## src/shared/sec_lock_pkg.sv

```systemverilog
// Constants for the drive security lock state block: opcodes, register map,
// control word fields, status layout and reset values.
// Assumes a 32-bit AXI4-Lite register bus with an 8-bit byte address.
`default_nettype none

package sec_lock_pkg;

    // Security command opcodes
    localparam logic [7:0] OP_SET_PW  = 8'hF1;
    localparam logic [7:0] OP_UNLOCK  = 8'hF2;
    localparam logic [7:0] OP_PREPARE = 8'hF3;
    localparam logic [7:0] OP_ERASE   = 8'hF4;
    localparam logic [7:0] OP_FREEZE  = 8'hF5;
    localparam logic [7:0] OP_DISABLE = 8'hF6;

    // Register byte offsets
    localparam int         ADDR_W     = 8;
    localparam logic [7:0] OFF_CMD    = 8'h00;
    localparam logic [7:0] OFF_STATUS = 8'h04;
    localparam logic [7:0] OFF_CTRLW  = 8'h08;
    localparam logic [7:0] OFF_SECCNT = 8'h0C;
    localparam logic [7:0] OFF_CONFIG = 8'h10;
    localparam logic [7:0] OFF_HWRST  = 8'h14;
    localparam logic [7:0] OFF_IDENT  = 8'h18;
    localparam logic [7:0] OFF_PW0    = 8'h20;
    localparam int         PW_WORDS   = 8;

    // Control word fields (word 0 of the parameter sector)
    localparam int CW_ID_BIT    = 0;
    localparam int CW_LEVEL_BIT = 8;

    // Status register fields
    localparam int ST_DONE    = 0;
    localparam int ST_ERR     = 1;
    localparam int ST_FROZEN  = 2;
    localparam int ST_LOCKED  = 3;
    localparam int ST_ENABLED = 4;
    localparam int ST_MAXLVL  = 5;
    localparam int ST_PREP    = 6;
    localparam int ST_TRIES   = 8;

    // Identify word 128 fields
    localparam int IDW_SUPPORT  = 0;
    localparam int IDW_ENABLED  = 1;
    localparam int IDW_LOCKED   = 2;
    localparam int IDW_FROZEN   = 3;
    localparam int IDW_EXPIRED  = 4;
    localparam int IDW_ENHANCED = 5;
    localparam int IDW_MAXLVL   = 8;

    // Reset values and counts
    localparam logic [2:0]  UNLOCK_TRIES    = 3'h5;
    localparam logic        CFG_SUPPORT_RST = 1'b1;
    localparam logic [1:0]  RESP_OKAY       = 2'h0;
    localparam logic [1:0]  RESP_SLVERR     = 2'h2;

endpackage

`default_nettype wire

```

## src/rtl/sec_lock_state.sv

```systemverilog
// Security lock state machine of a drive command layer, with its task file
// style registers reached over AXI4-Lite.
// Assumes software loads control word and password before writing a command.
//
// Behaviour
// Disable-password with matching selected password leaves lock mode.
// Disable-password never alters the stored Master password.
// Control word bit 0 picks User or Master; 32-byte password follows.
// Host issues erase-prepare right before every erase-unit.
// Erase-unit with wrong password is aborted.
// Erase-unit not directly after erase-prepare is aborted.
// Frozen state rejects set, unlock, disable and erase commands.
// Frozen state clears only on power-on or hardware reset.
// Freeze lock while frozen completes normally, stays frozen.
// Completed freeze lock zeroes the sector count register.
// Without security support the freeze opcode runs wear levelling.
// Set User at High stores it, locks next reset, both passwords unlock.
// Set User at Maximum: only User password unlocks; Master kept.
// Set Master stores Master only; lock mode and level unchanged.
// Master unlock at High level compares against stored Master password.
// Master unlock at Maximum level is rejected.
// User unlock compares against stored User password.
// Failed unlock while locked aborts and decrements counter from five.
// Counter at zero aborts every unlock and erase until reset.
// Unlock while unlocked leaves the counter unchanged.
// Identify word 128 bit 5 reports enhanced erase support.
// Set-password control word bit 8 selects High or Maximum level.
// Aborts show as error flag plus command completion.
//
// The address map and the AXI4-Lite register port were decided locally.
`default_nettype none

module sec_lock_state
    import sec_lock_pkg::*;
(
    // Clock and reset
    input  wire logic              clk,
    input  wire logic              sys_rst,
    // AXI4-Lite write address and data
    input  wire logic [ADDR_W-1:0] s_axi_awaddr,
    input  wire logic              s_axi_awvalid,
    output logic                   s_axi_awready,
    input  wire logic [31:0]       s_axi_wdata,
    input  wire logic [3:0]        s_axi_wstrb,
    input  wire logic              s_axi_wvalid,
    output logic                   s_axi_wready,
    // AXI4-Lite write response
    output logic [1:0]             s_axi_bresp,
    output logic                   s_axi_bvalid,
    input  wire logic              s_axi_bready,
    // AXI4-Lite read
    input  wire logic [ADDR_W-1:0] s_axi_araddr,
    input  wire logic              s_axi_arvalid,
    output logic                   s_axi_arready,
    output logic [31:0]            s_axi_rdata,
    output logic [1:0]             s_axi_rresp,
    output logic                   s_axi_rvalid,
    input  wire logic              s_axi_rready,
    // Command events
    output logic                   cmd_done,
    output logic                   cmd_abort,
    output logic                   erase_start,
    output logic                   wear_level_start
);

    ////////////////////////////////////////////////////////////////////////
    // State
    logic                   awready_q;
    logic                   wready_q;
    logic                   bvalid_q;
    logic [1:0]             bresp_q;
    logic                   arready_q;
    logic                   rvalid_q;
    logic [1:0]             rresp_q;
    logic [31:0]            rdata_q;
    logic [ADDR_W-1:0]      araddr_q;
    logic [15:0]            ctrl_q;
    logic [7:0]             seccnt_q;
    logic                   support_q;
    logic [PW_WORDS-1:0][31:0] pw_q;
    logic [PW_WORDS-1:0][31:0] user_pw_q;
    logic [PW_WORDS-1:0][31:0] master_pw_q;
    logic                   enabled_q;
    logic                   locked_q;
    logic                   level_max_q;
    logic                   frozen_q;
    logic                   prep_q;
    logic [2:0]             tries_q;
    logic                   done_q;
    logic                   err_q;
    logic                   done_pulse_q;
    logic                   abort_pulse_q;
    logic                   erase_q;
    logic                   wear_q;

    ////////////////////////////////////////////////////////////////////////
    // Bus decode
    wire                    wr_fire   = awready_q & wready_q;
    wire                    wr_take   = s_axi_awvalid & s_axi_wvalid & ~awready_q & ~bvalid_q;
    wire                    rd_take   = s_axi_arvalid & ~arready_q & ~rvalid_q;
    wire [ADDR_W-1:0]       waddr     = s_axi_awaddr;
    wire                    wr_cmd    = wr_fire & (waddr == OFF_CMD);
    wire                    wr_ctrlw  = wr_fire & (waddr == OFF_CTRLW);
    wire                    wr_seccnt = wr_fire & (waddr == OFF_SECCNT);
    wire                    wr_config = wr_fire & (waddr == OFF_CONFIG);
    wire                    wr_hwrst  = wr_fire & (waddr == OFF_HWRST);
    wire                    wr_pw     = wr_fire & (waddr >= OFF_PW0) & (waddr[1:0] == 2'h0)
                                        & (waddr < OFF_PW0 + 8'(PW_WORDS * 4));
    wire [2:0]              pw_idx    = waddr[4:2];
    wire                    w_mapped  = wr_cmd | wr_ctrlw | wr_seccnt | wr_config | wr_hwrst | wr_pw;
    wire [31:0]             wmask     = {{8{s_axi_wstrb[3]}}, {8{s_axi_wstrb[2]}},
                                         {8{s_axi_wstrb[1]}}, {8{s_axi_wstrb[0]}}};

    ////////////////////////////////////////////////////////////////////////
    // Command evaluation, all in the cycle the command word is taken
    wire [7:0]              op         = s_axi_wdata[7:0];
    wire                    op_set     = wr_cmd & (op == OP_SET_PW);
    wire                    op_unlock  = wr_cmd & (op == OP_UNLOCK);
    wire                    op_prep    = wr_cmd & (op == OP_PREPARE);
    wire                    op_erase   = wr_cmd & (op == OP_ERASE);
    wire                    op_freeze  = wr_cmd & (op == OP_FREEZE);
    wire                    op_disable = wr_cmd & (op == OP_DISABLE);
    wire                    id_master  = ctrl_q[CW_ID_BIT];
    wire                    want_max   = ctrl_q[CW_LEVEL_BIT];
    wire                    user_match = (pw_q == user_pw_q);
    wire                    mstr_match = (pw_q == master_pw_q);
    wire                    sel_match  = id_master ? mstr_match : user_match;
    wire                    expired    = (tries_q == 3'h0);
    wire                    mstr_refuse = id_master & level_max_q;
    wire                    gated      = frozen_q | ~support_q;

    // Abort decision per opcode; unknown opcodes are refused as well
    logic                   abort_c;
    always_comb
    begin
        abort_c = 1'b0;
        case (op)
            OP_SET_PW:  abort_c = gated | locked_q;
            OP_UNLOCK:  abort_c = gated | expired | mstr_refuse | ~sel_match;
            OP_PREPARE: abort_c = ~support_q;
            OP_ERASE:   abort_c = gated | expired | ~prep_q | ~sel_match;
            OP_FREEZE:  abort_c = 1'b0;
            OP_DISABLE: abort_c = gated | (id_master & level_max_q) | ~sel_match;
            default:    abort_c = 1'b1;
        endcase
    end

    wire                    ok_cmd     = wr_cmd & ~abort_c;
    // Mismatch counts only while locked and not already refused outright
    wire                    try_fail   = op_unlock & locked_q & ~gated & ~expired
                                         & ~mstr_refuse & ~sel_match;
    wire                    freeze_ok  = op_freeze & support_q;
    wire                    set_user   = op_set & ok_cmd & ~id_master;
    wire                    set_master = op_set & ok_cmd & id_master;
    wire                    unlock_ok  = (op_unlock | op_disable | op_erase) & ok_cmd;

    ////////////////////////////////////////////////////////////////////////
    // Write channel: address and data are taken together, response follows
    always_ff @(posedge clk)
    begin
        if (sys_rst)
        begin
            awready_q <= 1'b0;
            wready_q  <= 1'b0;
            bvalid_q  <= 1'b0;
            bresp_q   <= RESP_OKAY;
        end
        else
        begin
            awready_q <= wr_take;
            wready_q  <= wr_take;
            if (wr_fire)
            begin
                bvalid_q <= 1'b1;
                bresp_q  <= w_mapped ? RESP_OKAY : RESP_SLVERR;
            end
            else if (s_axi_bready)
                bvalid_q <= 1'b0;
        end
    end

    ////////////////////////////////////////////////////////////////////////
    // Read channel
    wire [31:0] status_w = {16'h0, 5'h0, tries_q, 1'b0, prep_q, level_max_q, enabled_q,
                            locked_q, frozen_q, err_q, done_q};
    wire [31:0] ident_w  = (32'h1 << IDW_ENHANCED)
                         | (32'(support_q)   << IDW_SUPPORT)
                         | (32'(enabled_q)   << IDW_ENABLED)
                         | (32'(locked_q)    << IDW_LOCKED)
                         | (32'(frozen_q)    << IDW_FROZEN)
                         | (32'(expired)     << IDW_EXPIRED)
                         | (32'(level_max_q) << IDW_MAXLVL);
    wire        r_pw     = (araddr_q >= OFF_PW0) & (araddr_q[1:0] == 2'h0)
                           & (araddr_q < OFF_PW0 + 8'(PW_WORDS * 4));
    wire        r_mapped = r_pw | (araddr_q == OFF_CMD) | (araddr_q == OFF_STATUS)
                           | (araddr_q == OFF_CTRLW) | (araddr_q == OFF_SECCNT)
                           | (araddr_q == OFF_CONFIG) | (araddr_q == OFF_HWRST)
                           | (araddr_q == OFF_IDENT);
    wire [31:0] rd_mux   = r_pw                     ? pw_q[araddr_q[4:2]] :
                           (araddr_q == OFF_STATUS) ? status_w :
                           (araddr_q == OFF_CTRLW)  ? {16'h0, ctrl_q} :
                           (araddr_q == OFF_SECCNT) ? {24'h0, seccnt_q} :
                           (araddr_q == OFF_CONFIG) ? {31'h0, support_q} :
                           (araddr_q == OFF_IDENT)  ? ident_w : 32'h0;

    // Address is latched with arready, data presented the cycle after
    always_ff @(posedge clk)
    begin
        if (sys_rst)
        begin
            arready_q <= 1'b0;
            rvalid_q  <= 1'b0;
            rresp_q   <= RESP_OKAY;
            rdata_q   <= 32'h0;
            araddr_q  <= '0;
        end
        else
        begin
            arready_q <= rd_take;
            if (rd_take)
                araddr_q <= s_axi_araddr;
            if (arready_q)
            begin
                rvalid_q <= 1'b1;
                rdata_q  <= rd_mux;
                rresp_q  <= r_mapped ? RESP_OKAY : RESP_SLVERR;
            end
            else if (s_axi_rready)
                rvalid_q <= 1'b0;
        end
    end

    ////////////////////////////////////////////////////////////////////////
    // Parameter sector image: control word and password words
    always_ff @(posedge clk)
    begin
        if (sys_rst)
        begin
            ctrl_q    <= 16'h0;
            support_q <= CFG_SUPPORT_RST;
            pw_q      <= '0;
        end
        else
        begin
            if (wr_ctrlw)
                ctrl_q <= (ctrl_q & ~wmask[15:0]) | (s_axi_wdata[15:0] & wmask[15:0]);
            if (wr_config & s_axi_wstrb[0])
                support_q <= s_axi_wdata[0];
            if (wr_pw)
                pw_q[pw_idx] <= (pw_q[pw_idx] & ~wmask) | (s_axi_wdata & wmask);
        end
    end

    // Sector count: software writable, cleared by a completed freeze lock
    always_ff @(posedge clk)
    begin
        if (sys_rst)
            seccnt_q <= 8'h0;
        else if (freeze_ok)
            seccnt_q <= 8'h0;
        else if (wr_seccnt & s_axi_wstrb[0])
            seccnt_q <= s_axi_wdata[7:0];
    end

    ////////////////////////////////////////////////////////////////////////
    // Stored passwords and security level; these model non-volatile state,
    // so only sys_rst (power-on) clears them, never the hardware reset
    always_ff @(posedge clk)
    begin
        if (sys_rst)
        begin
            user_pw_q   <= '0;
            master_pw_q <= '0;
            enabled_q   <= 1'b0;
            level_max_q <= 1'b0;
        end
        else
        begin
            if (set_user)
            begin
                user_pw_q   <= pw_q;
                enabled_q   <= 1'b1;
                level_max_q <= want_max;
            end
            if (set_master)
                master_pw_q <= pw_q;
            // Disable and erase drop lock mode; the Master password stays
            if ((op_disable | op_erase) & ok_cmd)
                enabled_q <= 1'b0;
        end
    end

    ////////////////////////////////////////////////////////////////////////
    // Volatile lock state; hardware reset relocks an enabled drive
    always_ff @(posedge clk)
    begin
        if (sys_rst)
        begin
            locked_q <= 1'b0;
            frozen_q <= 1'b0;
            prep_q   <= 1'b0;
            tries_q  <= UNLOCK_TRIES;
        end
        else if (wr_hwrst)
        begin
            locked_q <= enabled_q;
            frozen_q <= 1'b0;
            prep_q   <= 1'b0;
            tries_q  <= UNLOCK_TRIES;
        end
        else
        begin
            if (unlock_ok)
                locked_q <= 1'b0;
            if (freeze_ok)
                frozen_q <= 1'b1;
            if (wr_cmd)
                prep_q <= op_prep & ~abort_c;
            if (try_fail)
                tries_q <= tries_q - 3'h1;
        end
    end

    // Completion events and status flags; a new command clears the old result
    always_ff @(posedge clk)
    begin
        if (sys_rst)
        begin
            done_q        <= 1'b0;
            err_q         <= 1'b0;
            done_pulse_q  <= 1'b0;
            abort_pulse_q <= 1'b0;
            erase_q       <= 1'b0;
            wear_q        <= 1'b0;
        end
        else
        begin
            done_pulse_q  <= wr_cmd;
            abort_pulse_q <= wr_cmd & abort_c;
            erase_q       <= op_erase & ~abort_c;
            wear_q        <= op_freeze & ~support_q;
            if (wr_cmd)
            begin
                done_q <= 1'b1;
                err_q  <= abort_c;
            end
        end
    end

    ////////////////////////////////////////////////////////////////////////
    // Outputs
    assign s_axi_awready    = awready_q;
    assign s_axi_wready     = wready_q;
    assign s_axi_bvalid     = bvalid_q;
    assign s_axi_bresp      = bresp_q;
    assign s_axi_arready    = arready_q;
    assign s_axi_rvalid     = rvalid_q;
    assign s_axi_rdata      = rdata_q;
    assign s_axi_rresp      = rresp_q;
    assign cmd_done         = done_pulse_q;
    assign cmd_abort        = abort_pulse_q;
    assign erase_start      = erase_q;
    assign wear_level_start = wear_q;
endmodule

`default_nettype wire

```

## config.mk

```make
export PLATFORM = sky130hd
export DESIGN_NAME = sec_lock_state
export DESIGN_NICKNAME = d
export VERILOG_FILES = /design/src/shared/sec_lock_pkg.sv /design/src/rtl/sec_lock_state.sv
export SDC_FILE = /design/constraint.sdc
export NUM_CORES = 2
export LEC_CHECK = 0
export BUFFER_PORTS_ARGS = -buffer_cell sky130_fd_sc_hd__buf_2
export CAP_MARGIN = 40
export CORE_UTILIZATION = 40
export DETAILED_ROUTE_END_ITERATION = 8
export PLACE_DENSITY = 0.65
export SKIP_CTS_REPAIR_TIMING = 1
export SLEW_MARGIN = 10
export SYNTH_ARGS = -nofsm -noshare
export SYNTH_HDL_FRONTEND = slang
export SYNTH_SLANG_ARGS = --single-unit
```

## constraint.sdc

```tcl
create_clock -name clk -period 6.2 [get_ports clk]
set_input_delay 1.24 -clock clk [delete_from_list [all_inputs] [get_ports clk]]
set_output_delay 1.24 -clock clk [all_outputs]
set_load 0.02 [all_outputs]
```

==> results_tabular.tex <==
\begin{tabular}{lr}
\hline
Metric & Value \\
\hline
\multicolumn{2}{l}{\textbf{STA}} \\
\quad Number of setup violations in the final report & 0 \\
\quad Actual transition at the worst max-transition pin & 993 ps \\
\quad Max transition margin & 33.2\% \\
\quad Final hold violation count & 0 \\
\quad Highest attainable clock frequency & 0.225 GHz \\
\quad Max-slew violation count & 0 \\
\quad Final sum of negative setup slack & 0 ps \\
\quad Final hold slack & 447 ps \\
\quad Final setup skew & 31.2 ps \\
\quad Setup repair after global routing missed its margin & false \\
\quad Final critical path time including I/O delays and setup & 4450 ps \\
\quad Tcrit/Tclk final & 71.8\% \\
\multicolumn{2}{l}{\textbf{GRT}} \\
\quad Global Route Usage Sum & 25.2\% \\
\quad Initial antenna violation count & 4 \\
\quad Largest net degree at the start of global routing & 166 \\
\quad Number of global-route vias before repair & 30,744 \\
\quad Global-route wire length before repair & 195,000 um \\
\quad GR Overflow Total & 0 \\
\multicolumn{2}{l}{\textbf{Route}} \\
\quad DRT Wirelength & 129,000 um \\
\quad Remaining antenna violation count after routing & 0 \\
\quad Number of remaining DRC errors & 0 \\
\quad Count of vias placed by the detailed router & 34,140 \\
\quad Routed wirelength normalized by instance count & 21.5 um \\
\quad Detailed Route Iter0 Violations & 4,058 \\
\quad Routed via count divided by cell count & 5.68 \\
\quad Number of iterations in the first detailed-routing pass & 7 \\
\multicolumn{2}{l}{\textbf{Logic synthesis}} \\
\quad Flip-flop cell with the highest count after synthesis & sky130\_fd\_sc\_hd\_\_dfxtp\_1 \\
\quad Area of the mapped netlist & 0.0397 mm\^{}2 \\
\quad Async set or reset register ratio after synthesis & 0\% \\
\quad Count of cell types in the netlist & 49 \\
\quad Number of enable-type register cells in the synthesized netlist & 0 \\
\quad Sequential area share after synthesis & 43.0\% \\
\quad Seq cells post-synth & 853 \\
\quad Number of instances in the synthesized netlist & 4,742 \\
\quad Mean instance size in the synthesized netlist & 8.38 um\^{}2 \\
\quad Ys Warns & 0 \\
\multicolumn{2}{l}{\textbf{Finish}} \\
\quad Layout overhead on the synthesized area & 10.7\% \\
\quad Filler instances & 9,507 \\
\quad Sequential cell area & 0.0171 mm\^{}2 \\
\quad Fraction of layout instances using a drive strength above 1 & 10.8\% \\
\quad Total area of multi-input combinational cells & 0.0209 mm\^{}2 \\
\quad Post-layout instance area & 0.0440 mm\^{}2 \\
\quad Final nets & 4,705 \\
\multicolumn{2}{l}{\textbf{Clocking}} \\
\quad Clk sinks & 853 \\
\quad Max H-tree Level & 3 \\
\quad CTS tree & built \\
\quad Deepest clock path buffer count & 3 \\
\quad Clock network latency to the later pin of the worst-skew pair & 670 ps \\
\quad Total CTS buffers & 91 \\
\quad Root buf cell & sky130\_fd\_sc\_hd\_\_clkbuf\_16 \\
\quad Clk pin slew, worst setup/hold paths & 60 ps \\
\multicolumn{2}{l}{\textbf{Die}} \\
\quad Initial core utilization & 40.4\% \\
\quad Core region area & 0.0984 mm\^{}2 \\
\quad Die area & 0.101 mm\^{}2 \\
\quad Std-Cell Rows & 115 \\
\quad Chip height & 317 um \\
\quad I/O pin count & 104 \\
\quad Horizontal die dimension & 317 um \\
\multicolumn{2}{l}{\textbf{Power}} \\
\quad Tot Pwr & 11,400 uW \\
\quad Leakage power & 0.0135 uW \\
\quad Worst IR drop on VDD & 178 uV \\
\quad PD cells & 259 mW/mm\^{}2 \\
\multicolumn{2}{l}{\textbf{Critical path}} \\
\quad Launching element type of the critical path & flip-flop \\
\quad Crit path max fanout & 34 \\
\quad Data required time of the worst path & 6690 ps \\
\quad Type of element capturing the critical path & flip-flop \\
\quad R2R depth & 9 \\
\quad Data arrival time of the critical path & 4940 ps \\
\quad Type of the worst setup path & reg2reg \\
\multicolumn{2}{l}{\textbf{Min path}} \\
\quad Hold depth & 1 \\
\quad Worst hold path type & reg2reg \\
\multicolumn{2}{l}{\textbf{Place}} \\
\quad Global placement routability congestion & 0.840 \\
\quad Post-place instance area & 0.0410 mm\^{}2 \\
\quad Total of buffers placed on input and output ports & 101 \\
\quad Post-detail-place hpwl & 78,600 um \\
\multicolumn{2}{l}{\textbf{Flow run}} \\
\quad Max Cap Violations & 0 \\
\multicolumn{2}{l}{\textbf{Outcome}} \\
\quad Run status & finished clean \\
\hline
\end{tabular}
-- area by class of cell --
type | instances | area share (%)
diodes | 1 | 0.00569
clock buffers | 139 | 6.21
clock inverters | 31 | 0.575
inverters | 10 | 0.0854
multi-input cells | 3514 | 47.6
flip-flops and latches | 853 | 38.9
well taps | 1287 | 3.66
repair buffers | 174 | 3.02
-- stage by stage --
stage | instances | setup slack [ps] | util (%)
after global routing | 6008 | 1670 | 44.7
after floorplan | 4743 | 2940 | -
final | 6009 | 1750 | 44.7
after detailed placement | 5837 | 1560 | 41.6
after CTS | 6007 | 1800 | 44.7
after global placement | 5828 | 1670 | 41.5
-- flip-flops by register name (all words and copies together), names as in the netlist, 3 cells and up, named ones only --
name,cells
tries_q,3
s_axi_rdata,32
araddr_q,8
pw_q,256
seccnt_q,8
user_pw_q,256
master_pw_q,256
-- cell families (layout without fill, tap and decap cells) --
| family | Yosys count | in the layout | share of synthesized area [%] |
|---|---|---|---|
| compound gates | 906 | 906 | 11.7 |
| xor+xnor | 256 | 256 | 5.64 |
| fa+ha+maj | 2 | 2 | 0.0630 |
| buf+inv | 376 | 354 | 4.60 |
| flops | 853 | 853 | 43.0 |
| mux | 466 | 466 | 15.9 |
| other cells | 1 | 3 | 0.00944 |
| simple gates | 1882 | 1882 | 19.1 |
-- routing by layer --
metal	GRT usage [%]	routed length [um]	vias up
li1	-	-	15784
met1	37.2	56500	16479
met2	36.9	55200	1639
met3	5.31	14200	232
met4	7.04	3470	6
met5	0	40	-
-- cells in the final DEF, fill, tap and decap left out, types with 5 or more instances in the layout --
cell type,n
sky130_fd_sc_hd__nand2_1,1610
sky130_fd_sc_hd__dfxtp_1,848
sky130_fd_sc_hd__a21oi_1,819
sky130_fd_sc_hd__mux2i_1,313
sky130_fd_sc_hd__xnor2_1,256
sky130_fd_sc_hd__mux4_2,128
sky130_fd_sc_hd__buf_2,100
sky130_fd_sc_hd__clkbuf_16,94
sky130_fd_sc_hd__nor2_1,70
sky130_fd_sc_hd__nor4_1,66
sky130_fd_sc_hd__buf_4,50
sky130_fd_sc_hd__o21ai_1,34
sky130_fd_sc_hd__nor2b_1,28
sky130_fd_sc_hd__nand3_1,27
sky130_fd_sc_hd__mux2_2,25
sky130_fd_sc_hd__clkbuf_1,24
sky130_fd_sc_hd__nand4_1,22
sky130_fd_sc_hd__clkbuf_8,21
sky130_fd_sc_hd__clkinv_2,20
sky130_fd_sc_hd__o21ai_0,16
sky130_fd_sc_hd__buf_12,15
sky130_fd_sc_hd__inv_1,10
sky130_fd_sc_hd__nor4_2,8
sky130_fd_sc_hd__or2_2,7
sky130_fd_sc_hd__a22oi_1,7
sky130_fd_sc_hd__a211oi_1,7
sky130_fd_sc_hd__nor2_4,6
sky130_fd_sc_hd__nand2b_1,5
sky130_fd_sc_hd__and2_1,5
sky130_fd_sc_hd__o211ai_1,5
sky130_fd_sc_hd__a222oi_1,5
-- worst max-delay path: stages (launching register included) --
cell,delay [ps]
sky130_fd_sc_hd__dfxtp_4,850
sky130_fd_sc_hd__buf_4,590
sky130_fd_sc_hd__mux2i_1,280
sky130_fd_sc_hd__xnor2_1,180
sky130_fd_sc_hd__nor4_1,880
sky130_fd_sc_hd__nand4_1,290
sky130_fd_sc_hd__nor4_2,380
sky130_fd_sc_hd__nand4_2,370
sky130_fd_sc_hd__nor2_1,300
sky130_fd_sc_hd__a311oi_1,120
-- report_power, final --
group / internal [uW] / switching [uW]
Combinational: 104 / 293
Sequential: 5490 / 26.1
Clock: 3130 / 2340
-- final timing paths --
kind | from | to | slack [ps]
max | flip-flop | locked_q | 1750
min reg2reg | s_axi_bvalid | s_axi_wready | 450
min | s_axi_bvalid | s_axi_wready | 450
max reg2reg | flip-flop | locked_q | 1750
-- cell usage after synthesis, types with 2 or more instances --
library cell / count / share of area [%]
sky130_fd_sc_hd__nor3b_1: 4 / 0.076
sky130_fd_sc_hd__nor2_1: 76 / 0.72
sky130_fd_sc_hd__mux2i_1: 313 / 7.9
sky130_fd_sc_hd__buf_4: 52 / 0.98
sky130_fd_sc_hd__nand3_1: 28 / 0.35
sky130_fd_sc_hd__a211oi_1: 7 / 0.13
sky130_fd_sc_hd__a311oi_1: 2 / 0.044
sky130_fd_sc_hd__nand3b_1: 2 / 0.038
sky130_fd_sc_hd__nand2b_1: 6 / 0.095
sky130_fd_sc_hd__buf_1: 17 / 0.16
sky130_fd_sc_hd__buf_2: 21 / 0.26
sky130_fd_sc_hd__a221oi_1: 2 / 0.044
sky130_fd_sc_hd__ha_1: 2 / 0.063
sky130_fd_sc_hd__xnor2_1: 256 / 5.6
sky130_fd_sc_hd__clkbuf_1: 250 / 2.4
sky130_fd_sc_hd__buf_6: 26 / 0.74
sky130_fd_sc_hd__and3_1: 3 / 0.047
sky130_fd_sc_hd__mux4_2: 128 / 7.3
sky130_fd_sc_hd__nor3_1: 6 / 0.076
sky130_fd_sc_hd__nor4_1: 66 / 1.0
sky130_fd_sc_hd__dfxtp_1: 853 / 43
sky130_fd_sc_hd__a31oi_1: 4 / 0.063
sky130_fd_sc_hd__o211ai_1: 5 / 0.095
sky130_fd_sc_hd__a21oi_1: 819 / 10
sky130_fd_sc_hd__o21ai_0: 16 / 0.20
sky130_fd_sc_hd__nor4_2: 8 / 0.25
sky130_fd_sc_hd__a222oi_1: 5 / 0.13
sky130_fd_sc_hd__o21ai_1: 34 / 0.43
sky130_fd_sc_hd__and4_1: 2 / 0.044
sky130_fd_sc_hd__a22oi_1: 7 / 0.13
sky130_fd_sc_hd__and2_1: 6 / 0.095
sky130_fd_sc_hd__nand4_1: 22 / 0.35
sky130_fd_sc_hd__nand2_1: 1611 / 15
sky130_fd_sc_hd__nor2b_1: 29 / 0.46
sky130_fd_sc_hd__inv_1: 10 / 0.095
sky130_fd_sc_hd__or2_2: 7 / 0.11
sky130_fd_sc_hd__mux2_2: 25 / 0.71
(Power assumes the default switching activity.)
